<file path="src/hw/label_tag_pkg.sv">
package label_tag_pkg;
  localparam int          ADDR_W         = 4;
  localparam int          CNT_W          = 16;
  localparam int          TAG_W          = 32;
  // Register offsets
  localparam logic [3:0]  REG_START_MODE = 4'h0;
  localparam logic [3:0]  REG_SECOND_CTL = 4'h1;
  localparam logic [3:0]  REG_OUT_CFG    = 4'h2;
  localparam logic [3:0]  REG_COMMAND    = 4'h3;
  localparam logic [3:0]  REG_COUNTS     = 4'h4;
  localparam logic [3:0]  REG_STATUS     = 4'h5;
  // Field positions
  localparam int          SECOND_RUN_BIT = 0;
  localparam int          SECOND_EXT_BIT = 1;
  localparam int          OUT_EN_BIT     = 0;
  localparam int          OUT0_FN_LSB    = 1;
  localparam int          OUT1_FN_LSB    = 3;
  localparam int          CMD_START_BIT  = 0;
  localparam int          CMD_SECOND_BIT = 1;
  // Reset values
  localparam logic [1:0]  START_MODE_RST = 2'h0;
  localparam logic [4:0]  OUT_CFG_RST    = 5'h00;
  localparam logic [CNT_W-1:0] CNT_RST   = 16'h0000;
  typedef enum logic [1:0] {
    label_mode_off             = 2'h0,
    label_mode_internal        = 2'h1,
    label_mode_ext_in1_rising  = 2'h3,
    label_mode_ext_in2_rising  = 2'h2
  } label_mode_t;
  typedef enum logic [1:0] {
    output_fn_none         = 2'h0,
    output_fn_start_label  = 2'h1,
    output_fn_second_label = 2'h2
  } output_fn_t;
endpackage

</file>
<file path="src/hw/tag_fifo.sv">
`timescale 1ns/1ps
module tag_fifo #(
  parameter int WIDTH = 64,
  parameter int DEPTH = 32
) (
  input  wire logic             clock,
  input  wire logic             reset_n,
  // Fill side
  input  wire logic             in_valid,
  output logic                  in_ready,
  input  wire logic [WIDTH-1:0] in_data,
  // Drain side
  output logic                  out_valid,
  input  wire logic             out_ready,
  output logic      [WIDTH-1:0] out_data
);
  localparam int AW = $clog2(DEPTH);
  logic [WIDTH-1:0] mem [DEPTH];
  logic [AW-1:0]    wr_ptr;
  logic [AW-1:0]    rd_ptr;
  logic [AW:0]      fill;
  wire              push = in_valid && in_ready;
  wire              pop  = out_valid && out_ready;
  assign in_ready  = (fill < (AW+1)'(DEPTH));
  assign out_valid = (fill != '0);
  assign out_data  = mem[rd_ptr];
  always_ff @(posedge clock) begin
    if (push) begin
      mem[wr_ptr] <= in_data;
    end
  end
  always_ff @(posedge clock or negedge reset_n) begin
    if (!reset_n) begin
      wr_ptr <= '0;
      rd_ptr <= '0;
      fill   <= '0;
    end else begin
      if (push) begin
        wr_ptr <= (wr_ptr == AW'(DEPTH-1)) ? '0 : wr_ptr + 1'b1;
      end
      if (pop) begin
        rd_ptr <= (rd_ptr == AW'(DEPTH-1)) ? '0 : rd_ptr + 1'b1;
      end
      fill <= fill + (AW+1)'(push) - (AW+1)'(pop);
    end
  end
endmodule

</file>
<file path="src/hw/sync_label_tagger.sv">
`timescale 1ns/1ps
module sync_label_tagger
  import label_tag_pkg::*;
#(
  parameter int N_MOD  = 4,
  parameter int DATA_W = 32,
  parameter int DEPTH  = 32
) (
  // Clock and reset
  input  wire logic                      clock,
  input  wire logic                      reset_n,
  // Register port
  input  wire logic [label_tag_pkg::ADDR_W-1:0] reg_addr,
  input  wire logic [31:0]               reg_wdata,
  input  wire logic                      reg_write,
  input  wire logic                      reg_read,
  output logic      [31:0]               reg_rdata,
  // Module words
  input  wire logic [N_MOD-1:0]          mod_valid,
  input  wire logic [N_MOD*DATA_W-1:0]   mod_data,
  output logic      [N_MOD-1:0]          mod_ready,
  // Host stream
  output logic                           host_valid,
  input  wire logic                      host_ready,
  output logic      [DATA_W-1:0]         host_data,
  output logic      [label_tag_pkg::TAG_W-1:0] host_tag,
  output logic      [7:0]                host_module,
  // Synchronization connector
  input  wire logic                      sync_input_first,
  input  wire logic                      sync_input_second,
  output logic                           sync_output_first,
  output logic                           sync_output_second
);
  import label_tag_pkg::*;
  localparam int FW = DATA_W + TAG_W + 8;

  // ****************************************
  // Configuration registers
  // ****************************************
  label_mode_t      start_mode;
  logic             second_run;
  logic             second_ext;
  logic [4:0]       out_cfg;
  logic [CNT_W-1:0] start_cnt;
  logic [CNT_W-1:0] second_cnt;
  wire  wr_start  = reg_write && (reg_addr == REG_START_MODE);
  wire  wr_second = reg_write && (reg_addr == REG_SECOND_CTL);
  wire  wr_out    = reg_write && (reg_addr == REG_OUT_CFG);
  wire  wr_cmd    = reg_write && (reg_addr == REG_COMMAND);
  always_ff @(posedge clock or negedge reset_n) begin
    if (!reset_n) begin
      start_mode <= label_mode_t'(START_MODE_RST);
      second_run <= 1'b0;
      second_ext <= 1'b0;
      out_cfg    <= OUT_CFG_RST;
    end else begin
      if (wr_start) begin
        start_mode <= label_mode_t'(reg_wdata[1:0]);
      end
      if (wr_second) begin
        second_run <= reg_wdata[SECOND_RUN_BIT];
        second_ext <= reg_wdata[SECOND_EXT_BIT];
      end
      if (wr_out) begin
        out_cfg <= reg_wdata[4:0];
      end
    end
  end

  // ****************************************
  // Event sources
  // ****************************************
  logic [1:0] in1_sync;
  logic [1:0] in2_sync;
  logic       in1_last;
  logic       in2_last;
  always_ff @(posedge clock or negedge reset_n) begin
    if (!reset_n) begin
      in1_sync <= 2'b00;
      in2_sync <= 2'b00;
      in1_last <= 1'b0;
      in2_last <= 1'b0;
    end else begin
      in1_sync <= {in1_sync[0], sync_input_first};
      in2_sync <= {in2_sync[0], sync_input_second};
      in1_last <= in1_sync[1];
      in2_last <= in2_sync[1];
    end
  end
  wire in1_rise = in1_sync[1] && !in1_last;
  wire in2_rise = in2_sync[1] && !in2_last;
  // Internal command only counts in internal mode
  wire start_ev = (start_mode == label_mode_internal
                   && wr_cmd && reg_wdata[CMD_START_BIT])
                || (start_mode == label_mode_ext_in1_rising
                   && in1_rise);
  wire second_ev = second_run && (second_ext ? in2_rise
                   : (wr_cmd && reg_wdata[CMD_SECOND_BIT]));

  // ****************************************
  // Shared label counters
  // ****************************************
  always_ff @(posedge clock or negedge reset_n) begin
    if (!reset_n) begin
      start_cnt  <= CNT_RST;
      second_cnt <= CNT_RST;
    end else begin
      // Natural 16-bit wrap
      if (start_ev) begin
        start_cnt <= start_cnt + 1'b1;
      end
      if (second_ev) begin
        second_cnt <= second_cnt + 1'b1;
      end
    end
  end
  wire [TAG_W-1:0] cur_tag = {start_cnt, second_cnt};

  // ****************************************
  // Connector outputs
  // ****************************************
  function automatic logic route_fn(input logic [1:0] fn,
                                    input logic s_ev,
                                    input logic c_ev);
    return (fn == output_fn_start_label && s_ev)
        || (fn == output_fn_second_label && c_ev);
  endfunction
  always_ff @(posedge clock or negedge reset_n) begin
    if (!reset_n) begin
      sync_output_first  <= 1'b0;
      sync_output_second <= 1'b0;
    end else begin
      // One-cycle pulse per label
      sync_output_first  <= out_cfg[OUT_EN_BIT]
        && route_fn(out_cfg[OUT0_FN_LSB+:2], start_ev, second_ev);
      sync_output_second <= out_cfg[OUT_EN_BIT]
        && route_fn(out_cfg[OUT1_FN_LSB+:2], start_ev, second_ev);
    end
  end

  // ****************************************
  // Merge and bind
  // ****************************************
  // Fixed priority: the lowest module index wins a shared cycle
  logic [N_MOD-1:0] grant;
  logic [7:0]       grant_idx;
  logic             fifo_ready;
  always_comb begin
    grant     = '0;
    grant_idx = 8'h00;
    for (int i = N_MOD-1; i >= 0; i--) begin
      if (mod_valid[i]) begin
        grant     = '0;
        grant[i]  = 1'b1;
        grant_idx = 8'(i);
      end
    end
  end
  wire           take   = |mod_valid && fifo_ready;
  // Full buffer stalls every module; words wait at their source
  assign mod_ready = fifo_ready ? grant : '0;
  // Tag bound at reception, ahead of buffering
  wire [FW-1:0] in_word = {grant_idx, cur_tag,
                           mod_data[grant_idx*DATA_W +: DATA_W]};
  logic [FW-1:0] out_word;
  tag_fifo #(.WIDTH(FW), .DEPTH(DEPTH)) u_fifo (
    .clock     (clock),
    .reset_n   (reset_n),
    .in_valid  (take),
    .in_ready  (fifo_ready),
    .in_data   (in_word),
    .out_valid (host_valid),
    .out_ready (host_ready),
    .out_data  (out_word)
  );
  assign host_data   = out_word[DATA_W-1:0];
  assign host_tag    = out_word[DATA_W +: TAG_W];
  assign host_module = out_word[FW-1 -: 8];

  // ****************************************
  // Register read
  // ****************************************
  logic [31:0] rd_mux;
  always_comb begin
    if (reg_addr == REG_START_MODE) begin
      rd_mux = {30'h0, start_mode};
    end else if (reg_addr == REG_SECOND_CTL) begin
      rd_mux = {30'h0, second_ext, second_run};
    end else if (reg_addr == REG_OUT_CFG) begin
      rd_mux = {27'h0, out_cfg};
    end else if (reg_addr == REG_COUNTS) begin
      rd_mux = cur_tag;
    end else if (reg_addr == REG_STATUS) begin
      rd_mux = {29'h0, fifo_ready, host_valid, in1_sync[1]};
    end else begin
      rd_mux = 32'h0;
    end
  end
  always_ff @(posedge clock or negedge reset_n) begin
    if (!reset_n) begin
      reg_rdata <= 32'h0;
    end else begin
      reg_rdata <= reg_read ? rd_mux : 32'h0;
    end
  end

  // ****************************************
  // Checks
  // ****************************************
  property p_start_count;
    @(posedge clock) disable iff (!reset_n)
    start_ev |=> start_cnt == $past(start_cnt) + 16'h0001;
  endproperty
  a_start_count: assert property (p_start_count)
    else $error("start count did not step");
  property p_second_hold;
    @(posedge clock) disable iff (!reset_n)
    !second_ev |=> $stable(second_cnt);
  endproperty
  a_second_hold: assert property (p_second_hold)
    else $error("second count moved without event");
  property p_off_quiet;
    @(posedge clock) disable iff (!reset_n)
    start_mode == label_mode_off |-> !start_ev;
  endproperty
  a_off_quiet: assert property (p_off_quiet)
    else $error("start label in off mode");
  property p_internal_cmd;
    @(posedge clock) disable iff (!reset_n)
    start_mode == label_mode_internal && start_ev |-> wr_cmd;
  endproperty
  a_internal_cmd: assert property (p_internal_cmd)
    else $error("internal label without command");
  property p_ext_edge;
    @(posedge clock) disable iff (!reset_n)
    start_mode == label_mode_ext_in1_rising && in1_rise |=>
      start_cnt != $past(start_cnt);
  endproperty
  a_ext_edge: assert property (p_ext_edge)
    else $error("input edge missed");
  property p_out_gate;
    @(posedge clock) disable iff (!reset_n)
    !out_cfg[OUT_EN_BIT] |=> !sync_output_first && !sync_output_second;
  endproperty
  a_out_gate: assert property (p_out_gate)
    else $error("unconfigured output pulsed");
  property p_out_route;
    @(posedge clock) disable iff (!reset_n)
    out_cfg[OUT_EN_BIT] && start_ev
      && out_cfg[OUT0_FN_LSB+:2] == output_fn_start_label
      |=> sync_output_first;
  endproperty
  a_out_route: assert property (p_out_route)
    else $error("start label not forwarded");
  property p_tag_bind;
    @(posedge clock) disable iff (!reset_n)
    take |-> in_word[DATA_W +: TAG_W] == {start_cnt, second_cnt};
  endproperty
  a_tag_bind: assert property (p_tag_bind)
    else $error("tag not bound at reception");
  property p_one_grant;
    @(posedge clock) disable iff (!reset_n)
    $onehot0(mod_ready);
  endproperty
  a_one_grant: assert property (p_one_grant)
    else $error("two words taken at once");
  property p_second_ext_edge;
    @(posedge clock) disable iff (!reset_n)
    second_run && second_ext && in2_rise |=>
      second_cnt != $past(second_cnt);
  endproperty
  a_second_ext_edge: assert property (p_second_ext_edge)
    else $error("second input edge missed");
  property p_second_stopped;
    @(posedge clock) disable iff (!reset_n)
    !second_run |-> !second_ev;
  endproperty
  a_second_stopped: assert property (p_second_stopped)
    else $error("second label while stopped");
  property p_out1_route;
    @(posedge clock) disable iff (!reset_n)
    out_cfg[OUT_EN_BIT] && second_ev
      && out_cfg[OUT1_FN_LSB+:2] == output_fn_second_label
      |=> sync_output_second;
  endproperty
  a_out1_route: assert property (p_out1_route)
    else $error("second label not forwarded");
  property p_ext_only_edge;
    @(posedge clock) disable iff (!reset_n)
    start_mode == label_mode_ext_in1_rising && !in1_rise |-> !start_ev;
  endproperty
  a_ext_only_edge: assert property (p_ext_only_edge)
    else $error("start label without input edge");
  property p_host_hold;
    @(posedge clock) disable iff (!reset_n)
    host_valid && !host_ready |=>
      host_valid && $stable(host_data) && $stable(host_tag);
  endproperty
  a_host_hold: assert property (p_host_hold)
    else $error("host word changed while stalled");
  property p_take_one;
    @(posedge clock) disable iff (!reset_n)
    take |-> $onehot(mod_ready);
  endproperty
  a_take_one: assert property (p_take_one)
    else $error("accepted word without single grant");
  c_start: cover property (@(posedge clock) start_ev);
  c_second: cover property (@(posedge clock) second_ev && take);
  c_full: cover property (@(posedge clock) !fifo_ready);
  c_fwd: cover property (@(posedge clock) sync_output_second);
  c_ext: cover property (@(posedge clock)
    start_mode == label_mode_ext_in1_rising && in1_rise);
endmodule

</file>
<file path="config.mk">
export PLATFORM = sky130hd
export DESIGN_NAME = sync_label_tagger
export DESIGN_NICKNAME = d
export VERILOG_FILES = /design/src/hw/label_tag_pkg.sv /design/src/hw/tag_fifo.sv /design/src/hw/sync_label_tagger.sv
export SDC_FILE = /design/constraint.sdc
export NUM_CORES = 2
export LEC_CHECK = 0
export BUFFER_PORTS_ARGS = -buffer_cell sky130_fd_sc_hd__buf_2
export CORE_MARGIN = 3
export CORE_UTILIZATION = 35
export CTS_CLUSTER_SIZE = 8
export DETAILED_ROUTE_END_ITERATION = 8
export PLACE_DENSITY = 0.58
export SETUP_SLACK_MARGIN = 0.4
export SLEW_MARGIN = 0
export SYNTH_ARGS = -nofsm -noshare
export SYNTH_HDL_FRONTEND = slang
export SYNTH_SLANG_ARGS = --single-unit
export TNS_END_PERCENT = 50
</file>
<file path="constraint.sdc">
create_clock -name clock -period 7.4 [get_ports clock]
set_clock_uncertainty 0.2 [all_clocks]
set_input_delay 0 -clock clock [delete_from_list [all_inputs] [get_ports clock]]
set_output_delay 0 -clock clock [all_outputs]
set_load 0.05 [all_outputs]
</file>
==> results.md <==
* GRT Residual Overflow at 0
* H-tree Lvls at 5
* Final GP Congestion at 0.735
* Post-synth EDFFs at 2112
* Reg clk slew, reported paths at 0.05 ns
* Place WS at 3.24 ns
* Final Hold Fails at 0
* Post-synthesis async set-or-reset flop share at 4.39%
* CP Cell Sequence: dlygate4sd3_1, buf_2, dlygate4sd3_1, a21oi_4, dlygate4sd3_1, buf_4, buf_4, mux2i_1, dlygate4sd3_1, mux2i_2, dlygate4sd3_1, buf_4
* Slew Limit Fails at 0
* Critical Path End Type: flop
* DP HPWL at 111 mm
* Die W at just under 500 um
* Post-synthesis sequential area ratio at 78.4%
* Distinct cells, synth at 55
* Pre-antenna DRT Iters at 5
* Placed insts at 7069
* CP peak stage delay at 0.79 ns
* Syn Area/Cell at 22.6 um^2
* Share of cells above drive strength 1 at 30.9%
* Row count at 179
* Max clock buf depth at 4
* CP delay by family, top: buffers and inverters
* Setup TNS at 0 ns
* Worst EP required at 7.77 ns
* Period utilization at slightly below 70%
* Die area at between 200000 and 250000 um^2
* Hold_buf cts at 153
* Critical path launch point: mod_valid[0]
* Synthesis warning total at 0
* Worst-Margin Slew at between 1 and 1.5 ns
* Final setup fails at 0
* Worst path depth at 12
* Non-Filler Instances at between 7k and 8k
* Drt wl/cell at 29.2 um
* Cells after Synth at 3710
* Final ANT Viol Nets at 0
* Main synth FF type: edfxtp_1
* PD cells at 358 nW/um^2
* Hold slack at 0.0771 ns
* Initial core utilization at 35.2%
* IO Count at approximately 290
* CTS tree: done
* Hold Path Class: in -> reg
* Worst R2R Start: u_fifo.fill[5]
* Most frequent cells in the layout: edfxtp_1 (2112), mux4_2 (528), clkbuf_16 (330)
* Synthesis-to-finish area growth at 19.2%
* Vias at 42.3k
* Most common cell after layout, fill and taps aside: edfxtp_1
* Post-CTS Setup Inserts at 0
* Arr. time, crit path at between 5 and 6 ns
* Total routed wirelength at approximately 220 mm
* Worst path most repeated cell: dlygate4sd3_1
* Drt initial violations at 4877
* Clock Sinks at 2209
* Worst path slowest cell: dlygate4sd3_1
* Tot GR Track Use at between 15 and 20%
* Leak at 29.5 nW
* Slew headroom at 8.98%
* Cts repair resizes at 0
* Core Area at approximately 240000 um^2
* Fin crit period at slightly above 5 ns
* Antenna violations before repair at 19
* Vias in the first global route at roughly 44k
* Max cap viols at 0
* First-pass GRT wire length at 315 mm
* IO Port Bufs at 252
* Run status: completed
* RSZ-0062 raised after global routing: no
* Largest net degree at the start of global routing at 121
* Post-route setup slack at about 2.3 ns
* Fmax at about 200 MHz
* Worst Path Max Fanout at 52
* Layout Nets at 4576
* Num CTS Buffers at 326
* Clk_lat worst skew at 0.91 ns
* VDD IR-drop max at 268 uV
* Buf+Inv Stages, Crit Path at 9
* Critical Path End: u_fifo.mem[30][22]
* Remaining DRCs at 0
* RR Endpoint: u_fifo.mem[4][59]
* CTS root buffer: clkbuf_16
* Setup CP Type: in -> reg
* Worst R2R Setup Slack at 3.40 ns
* Netlist Area Pre-Place at 84000 um^2
* DR vias/cell at approximately 5.6
* R2R cell count at 4
* Flops & latches, synth at approximately 2.2k
* Die H at slightly below 500 um
* Worst setup SP type: primary input
cells by family after synthesis:
kind of cell	synth area share, %
adders and majority gates	0.277
muxes	15.5
and+or+nand+nor	1.88
buffers and inverters	1.25
other	0.00447
DFF	78.4
xor gates and xnor gates	0.344
AOI/OAI and AO/OA	2.34
registers in the layout, summed over array words and instances, names as in the netlist:
register,count
u_fifo.mem,2112
reg_rdata,32
second_cnt,16
start_cnt,16
u_fifo.fill,6
out_cfg,5
u_fifo.rd_ptr,5
u_fifo.wr_ptr,5
in1_sync,2
in2_sync,2
start_mode,2
in1_last,1
in2_last,1
second_ext,1
second_run,1
sync_output_first,1
sync_output_second,1
how the worst min path moves through the flow:
stage | from | to | slack, ns | cells past startpoint
floorplan | reset_n | in1_last | -0.50 | 0
global placement | reset_n | reg_rdata[8] | -0.22 | 1
detailed placement | reset_n | reg_rdata[5] | -0.22 | 1
CTS | reg_addr[2] | reg_rdata[4] | 0.03 | 5
global route | reg_wdata[0] | start_cnt[15] | 0.11 | 6
finish | reg_wdata[0] | start_cnt[14] | 0.08 | 6
tightest hold or removal path: stages:
cell,delay [ns]
dlygate4sd3_1,0.52
buf_2,0.14
nand4b_1,0.12
o22ai_1,0.15
nand2_1,0.11
xnor2_1,0.06
final cells by class:
class | count | area (um^2)
fillers | 20600 | 138000
clock inverters | 12 | 144
multi-input cells | 1280 | 17600
clock buffers | 354 | 8350
diodes | 3 | 7.51
repair buffers | 547 | 4080
flip-flops and latches | 2209 | 65900
well taps | 3167 | 3960
inverters | 19 | 71.3
synthesized netlist by cell type, drive strengths merged, types with 6 or more instances:
| cell type | number | area, um^2 |
|---|---|---|
| o22ai | 267 | 1670 |
| o21ai | 15 | 75.1 |
| mux2i | 97 | 971 |
| nand3b | 11 | 82.6 |
| a21oi | 8 | 40.0 |
| buf | 121 | 659 |
| edfxtp | 2112 | 63400 |
| nor3 | 14 | 70.1 |
| xnor2 | 11 | 96.3 |
| clkbuf | 86 | 323 |
| and2 | 31 | 194 |
| nand3 | 17 | 85.1 |
| and3 | 6 | 37.5 |
| nand4 | 9 | 56.3 |
| ha | 17 | 213 |
| xor2 | 22 | 193 |
| dfrtp | 97 | 2430 |
| nor4 | 80 | 507 |
| inv | 19 | 71.3 |
| nor2 | 44 | 165 |
| mux2 | 12 | 135 |
| nand2 | 35 | 131 |
| mux4 | 528 | 11900 |
metal layers:
layer / up-vias / global-route usage, % / part of all wire, %
met3: 361 / 3.61 / 8.0
met1: 22900 / 25.4 / 42
li1: 17100 / - / -
met2: 1870 / 28.1 / 47
met4: 0 / 5.15 / 2.5
met5: - / 0 / 0
power by group:
group	leakage, nW	internal, mW	total, mW	switching, mW
logic	7.09	2.71	8.08	5.37
registers	18.3	14.7	15.1	0.367
clock network	4.16	7.86	12.7	4.85
total	29.5	25.3	35.8	10.6
metrics by stage:
| step | cell area [um^2] | util [%] | power [mW] |
|---|---|---|---|
| finish | 100000 | 42.0 | 35.8 |
| global route | 100000 | 42.0 | 37.1 |
| CTS | 100000 | 42.0 | 36.3 |
| detailed placement | 90000 | 37.8 | 23.4 |
| global placement | 90000 | 37.8 | 23.4 |
| floorplan | 84000 | - | 20.5 |
Note: power is estimated with default switching activity, not from simulation.
